`src/mpfps_pkg.sv`:
```
package mpfps_pkg;

    // Identification code layout.
    localparam int VID_W = 6;
    localparam logic [4:0] VID_SHUTDOWN_TOP = 5'h1f;

    // Regulation target, carried in microvolts.
    localparam int TARGET_W = 21;
    localparam int OFFSET_MV = 19;
    localparam int UV_PER_MV = 1000;
    localparam logic [TARGET_W-1:0] TARGET_RESET = 21'h000000;

    // Phase generator geometry.
    localparam int PHASES = 4;
    localparam int SW_PERIOD_CYC = 120;
    localparam int ON_CYC = 12;

    // Cycles the strap pins settle after reset before they are sampled.
    localparam int STRAP_SETTLE_CYC = 4;
    localparam int SETTLE_W = 3;

    // Gate output positions.
    localparam int GATE1_IDX = 0;
    localparam int GATE2_IDX = 1;
    localparam int GATE3_IDX = 2;
    localparam int GATE4_IDX = 3;

    typedef enum logic [1:0] {
        PH_ONE = 2'b00,
        PH_TWO = 2'b01,
        PH_THREE = 2'b10,
        PH_FOUR = 2'b11
    } mpfps_mode_e;

    typedef enum logic [2:0] {
        ST_POR = 3'b000,
        ST_IDLE = 3'b001,
        ST_RUN = 3'b010,
        ST_OV_LATCH = 3'b011,
        ST_OC_LATCH = 3'b100
    } mpfps_state_e;

    typedef struct packed {
        logic pos;
        logic neg;
    } mpfps_sense_s;

    typedef struct packed {
        mpfps_sense_s ph4;
        mpfps_sense_s ph3;
        mpfps_sense_s ph2;
        mpfps_sense_s ph1;
    } mpfps_strap_s;

    typedef struct packed {
        logic enable;
        logic total_overcurrent;
        logic ref_undervoltage;
        logic overvoltage_guard;
        logic supply_lockout;
    } mpfps_fault_s;

endpackage : mpfps_pkg

```
`src/mpfps_phase_gen.sv`:
```
`timescale 1ns/1ns
module mpfps_phase_gen #(
    parameter int PERIOD_CYC = mpfps_pkg::SW_PERIOD_CYC,
    parameter int ON_CYC = mpfps_pkg::ON_CYC
) (
    // Clock and reset.
    input wire logic clk,
    input wire logic rst_n,
    // Control.
    input wire logic run,
    input wire mpfps_pkg::mpfps_mode_e mode,
    // Gate drive.
    output logic [mpfps_pkg::PHASES-1:0] phase_gate_out
);

    localparam int CW = $clog2(PERIOD_CYC + 1);
    localparam logic [CW-1:0] ON_LEN = CW'(ON_CYC);

    logic [CW-1:0] cnt;
    logic [1:0] slot;
    logic [CW-1:0] slot_len;
    logic [1:0] last_slot;
    logic [1:0] gate_idx;

    // Slot length is the period split evenly over the active phases.
    function automatic logic [CW-1:0] slot_cycles(
        input mpfps_pkg::mpfps_mode_e m);
        case (m)
            mpfps_pkg::PH_ONE: slot_cycles = CW'(PERIOD_CYC);
            mpfps_pkg::PH_TWO: slot_cycles = CW'(PERIOD_CYC / 2);
            mpfps_pkg::PH_THREE: slot_cycles = CW'(PERIOD_CYC / 3);
            default: slot_cycles = CW'(PERIOD_CYC / 4);
        endcase
    endfunction : slot_cycles

    // Maps a slot of the rotation onto the gate it fires.
    function automatic logic [1:0] slot_gate(
        input mpfps_pkg::mpfps_mode_e m, input logic [1:0] s);
        case (m)
            mpfps_pkg::PH_ONE: slot_gate = 2'(mpfps_pkg::GATE2_IDX);
            mpfps_pkg::PH_TWO: slot_gate = s[0] ?
                2'(mpfps_pkg::GATE4_IDX) : 2'(mpfps_pkg::GATE2_IDX);
            default: slot_gate = s;
        endcase
    endfunction : slot_gate

    assign slot_len = slot_cycles(mode);
    assign last_slot = 2'(mode);
    assign gate_idx = slot_gate(mode, slot);

    ////////////////////////////////////////////////////////////////////////
    // spacing follows count
    always_ff @(posedge clk or negedge rst_n) begin
        if (!rst_n) begin
            cnt <= '0;
            slot <= 2'h0;
        end else if (!run) begin
            cnt <= '0;
            slot <= 2'h0;
        end else if (cnt == slot_len - CW'(1)) begin
            cnt <= '0;
            slot <= (slot == last_slot) ? 2'h0 : slot + 2'h1;
        end else begin
            cnt <= cnt + CW'(1);
        end
    end

    always_ff @(posedge clk or negedge rst_n) begin
        if (!rst_n) begin
            phase_gate_out <= '0;
        end else begin
            phase_gate_out <= '0;
            if (run && cnt < ON_LEN) begin
                phase_gate_out[gate_idx] <= 1'b1;
            end
        end
    end

endmodule : mpfps_phase_gen

```
`src/mpfps_top.sv`:
```
`timescale 1ns/1ns
module mpfps_top #(
    parameter int VID_BASE_UV = 1600000,
    parameter int VID_STEP_UV = 12500,
    parameter int PERIOD_CYC = mpfps_pkg::SW_PERIOD_CYC,
    parameter int ON_CYC = mpfps_pkg::ON_CYC
) (
    // Clock and reset.
    input wire logic REF_CLK,
    input wire logic ARST_N,
    // Processor identification code.
    input wire logic [mpfps_pkg::VID_W-1:0] VOLTAGE_ID_CODE,
    // Enable, supply and fault comparators.
    input wire mpfps_pkg::mpfps_fault_s FAULT_IN,
    // Output voltage comparison and supply-good sense.
    input wire logic OUTPUT_IN_RANGE,
    input wire logic SUPPLY_GOOD_SENSE,
    // Current-sense pin strapping levels.
    input wire mpfps_pkg::mpfps_strap_s STRAP_IN,
    // Gate drive and driver enable.
    output logic [mpfps_pkg::PHASES-1:0] PHASE_GATE_OUT,
    output logic DRIVER_ENABLE_OUT,
    // Status.
    output logic SUPPLY_GOOD_OUT,
    output logic [mpfps_pkg::TARGET_W-1:0] REG_TARGET_UV,
    output mpfps_pkg::mpfps_mode_e PHASE_MODE_OUT
);

    ////////////////////////////////////////////////////////////////////////
    // Reset release.

    logic rst_meta;
    logic rst_n;

    always_ff @(posedge REF_CLK or negedge ARST_N) begin
        if (!ARST_N) begin
            rst_meta <= 1'b0;
            rst_n <= 1'b0;
        end else begin
            rst_meta <= 1'b1;
            rst_n <= rst_meta;
        end
    end

    ////////////////////////////////////////////////////////////////////////
    // Declarations.

    localparam logic [mpfps_pkg::SETTLE_W-1:0] SETTLE_LAST =
        mpfps_pkg::SETTLE_W'(mpfps_pkg::STRAP_SETTLE_CYC - 1);

    mpfps_pkg::mpfps_state_e state;
    mpfps_pkg::mpfps_state_e next_state;
    mpfps_pkg::mpfps_mode_e mode;
    logic [mpfps_pkg::SETTLE_W-1:0] settle_cnt;
    logic strap_done;
    logic reserved_code;
    logic hard_fault;
    logic gates_run;
    logic next_drv_en;

    ////////////////////////////////////////////////////////////////////////
    // Helper functions.

    // Tied pair at one level counts as a strap of that level.
    function automatic logic pair_low(input mpfps_pkg::mpfps_sense_s p);
        pair_low = !p.pos && !p.neg;
    endfunction : pair_low

    function automatic logic pair_high(input mpfps_pkg::mpfps_sense_s p);
        pair_high = p.pos && p.neg;
    endfunction : pair_high

    // Order matters: single phase also grounds phases one and three.
    function automatic mpfps_pkg::mpfps_mode_e strap_decode(
        input mpfps_pkg::mpfps_strap_s s);
        if (pair_high(s.ph4)) begin
            strap_decode = mpfps_pkg::PH_THREE;
        end else if (pair_low(s.ph1) && pair_low(s.ph3) &&
                     pair_low(s.ph4)) begin
            strap_decode = mpfps_pkg::PH_ONE;
        end else if (pair_low(s.ph1) && pair_low(s.ph3)) begin
            strap_decode = mpfps_pkg::PH_TWO;
        end else begin
            strap_decode = mpfps_pkg::PH_FOUR;
        end
    endfunction : strap_decode

    // Linear code table; the coded value less the fixed offset.
    function automatic logic [mpfps_pkg::TARGET_W-1:0] target_of(
        input logic [mpfps_pkg::VID_W-1:0] code);
        int uv;
        uv = VID_BASE_UV - int'(code) * VID_STEP_UV -
             mpfps_pkg::OFFSET_MV * mpfps_pkg::UV_PER_MV;
        if (uv < 0) begin
            uv = 0;
        end
        target_of = mpfps_pkg::TARGET_W'(uv);
    endfunction : target_of

    ////////////////////////////////////////////////////////////////////////
    // Strap sampling.

    always_ff @(posedge REF_CLK or negedge rst_n) begin
        if (!rst_n) begin
            settle_cnt <= '0;
            strap_done <= 1'b0;
        end else if (!strap_done) begin
            if (settle_cnt == SETTLE_LAST) begin
                strap_done <= 1'b1;
            end else begin
                settle_cnt <= settle_cnt + mpfps_pkg::SETTLE_W'(1);
            end
        end
    end

    always_ff @(posedge REF_CLK or negedge rst_n) begin
        if (!rst_n) begin
            mode <= mpfps_pkg::PH_FOUR;
        end else if (!strap_done && settle_cnt == SETTLE_LAST) begin
            mode <= strap_decode(STRAP_IN);
        end
    end

    assign PHASE_MODE_OUT = mode;

    ////////////////////////////////////////////////////////////////////////
    // Identification code.

    assign reserved_code =
        VOLTAGE_ID_CODE[mpfps_pkg::VID_W-1:1] == mpfps_pkg::VID_SHUTDOWN_TOP;

    always_ff @(posedge REF_CLK or negedge rst_n) begin
        if (!rst_n) begin
            REG_TARGET_UV <= mpfps_pkg::TARGET_RESET;
        end else begin
            REG_TARGET_UV <= target_of(VOLTAGE_ID_CODE);
        end
    end

    ////////////////////////////////////////////////////////////////////////
    // Fault sequencer.

    assign hard_fault =
        FAULT_IN.total_overcurrent || FAULT_IN.ref_undervoltage;

    always_comb begin
        next_state = state;
        case (state)
            mpfps_pkg::ST_POR: begin
                if (!FAULT_IN.supply_lockout) begin
                    next_state = mpfps_pkg::ST_IDLE;
                end
            end
            mpfps_pkg::ST_IDLE: begin
                if (FAULT_IN.supply_lockout) begin
                    next_state = mpfps_pkg::ST_POR;
                end else if (hard_fault) begin
                    next_state = mpfps_pkg::ST_OC_LATCH;
                end else if (FAULT_IN.enable) begin
                    next_state = mpfps_pkg::ST_RUN;
                end
            end
            mpfps_pkg::ST_RUN: begin
                if (FAULT_IN.supply_lockout) begin
                    next_state = mpfps_pkg::ST_POR;
                end else if (hard_fault) begin
                    next_state = mpfps_pkg::ST_OC_LATCH;
                end else if (!FAULT_IN.enable) begin
                    next_state = mpfps_pkg::ST_IDLE;
                end
            end
            mpfps_pkg::ST_OV_LATCH: next_state = mpfps_pkg::ST_OV_LATCH;
            mpfps_pkg::ST_OC_LATCH: next_state = mpfps_pkg::ST_OC_LATCH;
            default: next_state = mpfps_pkg::ST_POR;
        endcase
        if (!FAULT_IN.supply_lockout && FAULT_IN.overvoltage_guard) begin
            next_state = mpfps_pkg::ST_OV_LATCH;
        end
    end

    always_ff @(posedge REF_CLK or negedge rst_n) begin
        if (!rst_n) begin
            state <= mpfps_pkg::ST_POR;
        end else begin
            state <= next_state;
        end
    end

    ////////////////////////////////////////////////////////////////////////
    // Driver enable.

    always_comb begin
        case (next_state)
            mpfps_pkg::ST_POR: next_drv_en = 1'b1;
            mpfps_pkg::ST_OV_LATCH: next_drv_en = 1'b1;
            mpfps_pkg::ST_RUN: next_drv_en = !reserved_code;
            default: next_drv_en = 1'b0;
        endcase
    end

    always_ff @(posedge REF_CLK or negedge rst_n) begin
        if (!rst_n) begin
            DRIVER_ENABLE_OUT <= 1'b1;
        end else begin
            DRIVER_ENABLE_OUT <= next_drv_en;
        end
    end

    ////////////////////////////////////////////////////////////////////////
    // Supply good.

    always_ff @(posedge REF_CLK or negedge rst_n) begin
        if (!rst_n) begin
            SUPPLY_GOOD_OUT <= 1'b0;
        end else begin
            SUPPLY_GOOD_OUT <= OUTPUT_IN_RANGE && SUPPLY_GOOD_SENSE;
        end
    end

    ////////////////////////////////////////////////////////////////////////
    // Phase generator.

    assign gates_run = state == mpfps_pkg::ST_RUN && next_state ==
        mpfps_pkg::ST_RUN && !reserved_code && strap_done;

    mpfps_phase_gen #(
        .PERIOD_CYC(PERIOD_CYC),
        .ON_CYC(ON_CYC)
    ) u_phase_gen (
        .clk(REF_CLK),
        .rst_n(rst_n),
        .run(gates_run),
        .mode(mode),
        .phase_gate_out(PHASE_GATE_OUT)
    );

endmodule : mpfps_top

```
`config.mk`:
```
export PLATFORM = sky130hd
export DESIGN_NAME = mpfps_top
export DESIGN_NICKNAME = d
export VERILOG_FILES = /design/src/mpfps_pkg.sv /design/src/mpfps_phase_gen.sv /design/src/mpfps_top.sv
export SDC_FILE = /design/constraint.sdc
export NUM_CORES = 1
export LEC_CHECK = 0
export BUFFER_PORTS_ARGS = -buffer_cell sky130_fd_sc_hd__buf_4
export CAP_MARGIN = 10
export CORE_MARGIN = 3
export CORE_UTILIZATION = 60
export CTS_BUF_LIST = sky130_fd_sc_hd__clkbuf_8
export CTS_CLUSTER_DIAMETER = 120
export CTS_CLUSTER_SIZE = 16
export DETAILED_ROUTE_END_ITERATION = 10
export PLACE_DENSITY = 0.78
export SYNTH_ARGS = -nofsm -noshare
export SYNTH_HDL_FRONTEND = slang
export SYNTH_SLANG_ARGS = --single-unit
export TNS_END_PERCENT = 5
```
`constraint.sdc`:
```
create_clock -name REF_CLK -period 3.1 [get_ports REF_CLK]
set_clock_uncertainty 0.2 [all_clocks]
set_input_delay 0 -clock REF_CLK [delete_from_list [all_inputs] [get_ports REF_CLK]]
set_output_delay 0 -clock REF_CLK [all_outputs]
set_load 0.005 [all_outputs]
```
==> reports/results.ini <==
[logic_synthesis]
syn_area_per_cell_um2 = 9.23
ys_ff_latch = 45
synth_flop_cell = dfrtp_1
syn_inst = 428
netlist_area_um2 = 3950
synth_cell_types = 80
synthArstFlopShare = 1.00
ys_warn_count = 0
yosysSeqAreaShare = 0.286
synth_edf_count = 0

[sta]
setup_violations = 10
rsz0062_at_grt = yes
fin_crit_ns = 3.67
slew_violations = 0
post-route-period-util = 1.19
fmax_mhz = 272
setup_ws_ns = -0.574
worstMarginPinSlew_ns = 0.968
slew_headroom = 0.354
hold_violations = 0
setup_tns_ns = -4.02

[route]
drc = 0
drtIter0Drc = 322
viasPerCell = 6.40
totalWireLength_um = 13400
vias = 4098
avgRoutedWirePerCell_um = 20.9
firstDrtPassIters = 5
postRouteAntennaNets = 0

[setup_path]
r2r_end = u_phase_gen.slot[1]
crit_path_max_fanout = 6
cp_slowest_cell = or4_1
crit_family = simple AND/OR/NAND/NOR gates
reg2reg_from = PHASE_MODE_OUT[1]
max_stage_delay_ns = 0.55
crit_arrival_ns = 3.71
cp.required_ns = 3.14
crit_buf_inv = 3
r2r_cells = 6
path_cells = buf_4 -> ha_4 -> xor2_1 -> ha_1 -> inv_1 -> fa_1 -> inv_2 -> ha_4 -> nor2b_4 -> o2111a_1 -> nor3_2 -> or2_4 -> or4_1 -> a21o_1 -> o2111a_1 -> nor3_2 -> xnor2_1
cp-end-kind = register
path_class = input port to register
cp-start-kind = input port
rrSetupSlack_ns = 0.26

[worst_hold_path]
min-delay-start = VOLTAGE_ID_CODE[1]
hold_path.class = input port to register
min_path_cells = 5
min_to = REG_TARGET_UV[3]

[cts]
htreeDepth = 2
clkSlewWorstSetupHoldPaths_ns = 0.09
clock_latency_ns = 0.31
cts_tree = built
numCtsBuffers = 5
cts.sinks = 45
clockBufferDepth = 2
ctsRootBufferMaster = clkbuf_8

[finish]
drive_above_1_share = 0.382
n_fill_cell = 256
antennaDiodeCount = 0
nets = 634
layout_common_cells = buf_4 (127), dfrtp_1 (41), ha_1 (36)
area_delta_synth_final_pct = 39.9
final_common_cell = buf_4

[pwr]
power_density_nw_per_um2 = 750
p_leak_nw = 2.53
ir_drop_mv = 0.523

[place]
gp_congestion = 0.875
dp_slack_ns = -0.903
dp_hpwl_um = 7650
numPortBuffers = 47

[flow_run]
maxCapViolCount = 0

[outcome]
status = finished with violations
failed_checks = negative setup slack

[floorplan]
die_h_um = 87.1
initial_core_util = 0.644
die_w_um = 87.1
die-area_um2 = 7590
rows = 28
ios = 52
core_area_um2 = 6130

[grt]
antenna_found_initial = 0
grt_pass1_vias = 3976
grt_pass1_wl_um = 18600
grt_max_degree = 44
track_usage = 0.312
grt_overflow_total = 0

## worst min-delay path: stages
cell	delay, ns
buf_4	0.13
inv_2	0.07
ha_4	0.14
buf_4	0.13
inv_1	0.05
## logic make-up after synthesis
kind of cell    count (synthesis)  synth area share
xor+xnor                       44             0.108
mux                             3           0.00792
compound gates                104             0.197
flops                          45             0.286
simple gates                  134             0.190
fa+ha+maj                      47             0.156
buf+inv                        49            0.0529
other cells                     2           0.00190
## metal layers
metal	global-route usage	up-vias	wire length, um
met1	0.351	1953	4850
met4	0.131	0	680
met3	0.0284	69	939
met2	0.596	269	6900
met5	0	-	0
li1	-	1807	-
## timing repair
item,4_1_cts,5_1_grt
hold endpoints to repair,10,0
buffers inserted,1,0
setup endpoints to repair,10,10
pin swaps,4,5
gates resized for setup,16,11
hold buffers,14,0
## synthesized netlist by cell type, drive strengths merged, types with 3 or more instances
master,instances,area (um2)
o2111ai,4,41.3
nand2,24,90.1
a31oi,5,31.3
nand3,16,85.1
nor2b,5,38.8
o31ai,3,22.5
ha,43,538
nor3b,3,32.5
xnor2,30,270
fa,4,80.1
or2,6,40.0
a21o,9,75.1
inv,35,131
a21boi,3,33.8
and2,4,25.0
a211o,3,28.8
o21ai,20,108
nand4,4,25.0
xor2,13,133
and3,6,37.5
dfrtp,42,1050
a211oi,7,62.6
nor2,32,128
nor4,5,37.5
nor3,11,70.1
nand2b,6,37.5
or4,3,22.5
o221ai,3,26.3
dfstp,3,78.8
clkbuf,5,18.8
a21oi,23,126
buf,9,58.8
## layout make-up
type	count	area, um2	share of cell area
Clock buffer	5	68.8	0.0125
Timing Repair Buffer	142	1100	0.200
Inverter	35	131	0.0238
Clock inverter	3	68.8	0.0125
Tap cell	75	93.8	0.0170
Multi-Input combinational cell	335	2930	0.530
Sequential cell	45	1130	0.205
## state kept, by name (all words and copies together) (netlist names)
signal                      cells
state                           3
PHASE_MODE_OUT                  2
u_phase_gen.cnt                 7
u_phase_gen.phase_gate_out      4
SUPPLY_GOOD_OUT                 1
REG_TARGET_UV                  19
DRIVER_ENABLE_OUT               1
strap_done                      1
u_phase_gen.slot                2
settle_cnt                      3
rst_meta                        1
rst_n                           1
## report_power, final
part           switching [mW]  total, mW  internal (mW)
clock                   0.234      0.559          0.325
combinational            1.44       2.79           1.35
sequential             0.0701      0.797          0.727
total                    1.75       4.15           2.40
## per-stage QoR
| stage | cell area (um2) | util | power (mW) | hold WS (ns) | cells |
|---|---|---|---|---|---|
| 2_1_floorplan | 4130 | - | 2.26 | -0.496 | 429 |
| 3_3_place_gp | 5100 | 0.831 | 3.06 | -0.418 | 617 |
| 3_5_place_dp | 5100 | 0.831 | 3.15 | -0.415 | 617 |
| 4_1_cts | 5450 | 0.889 | 3.83 | 0.0457 | 640 |
| 5_1_grt | 5530 | 0.901 | 4.33 | 0.0503 | 640 |
| 6_report | 5530 | 0.901 | 4.15 | 0.0402 | 640 |
## worst max path at each step
stage | end | cells after the start | from | slack (ns)
3_3_place_gp | REG_TARGET_UV[20] | 17 | VOLTAGE_ID_CODE[1] | -0.64
2_1_floorplan | REG_TARGET_UV[19] | 15 | VOLTAGE_ID_CODE[0] | -0.31
3_5_place_dp | REG_TARGET_UV[20] | 17 | VOLTAGE_ID_CODE[0] | -0.90
5_1_grt | REG_TARGET_UV[19] | 17 | VOLTAGE_ID_CODE[3] | -0.69
4_1_cts | REG_TARGET_UV[19] | 17 | VOLTAGE_ID_CODE[3] | -0.37
6_report | REG_TARGET_UV[19] | 17 | VOLTAGE_ID_CODE[3] | -0.57
(Power assumes the default switching activity.)
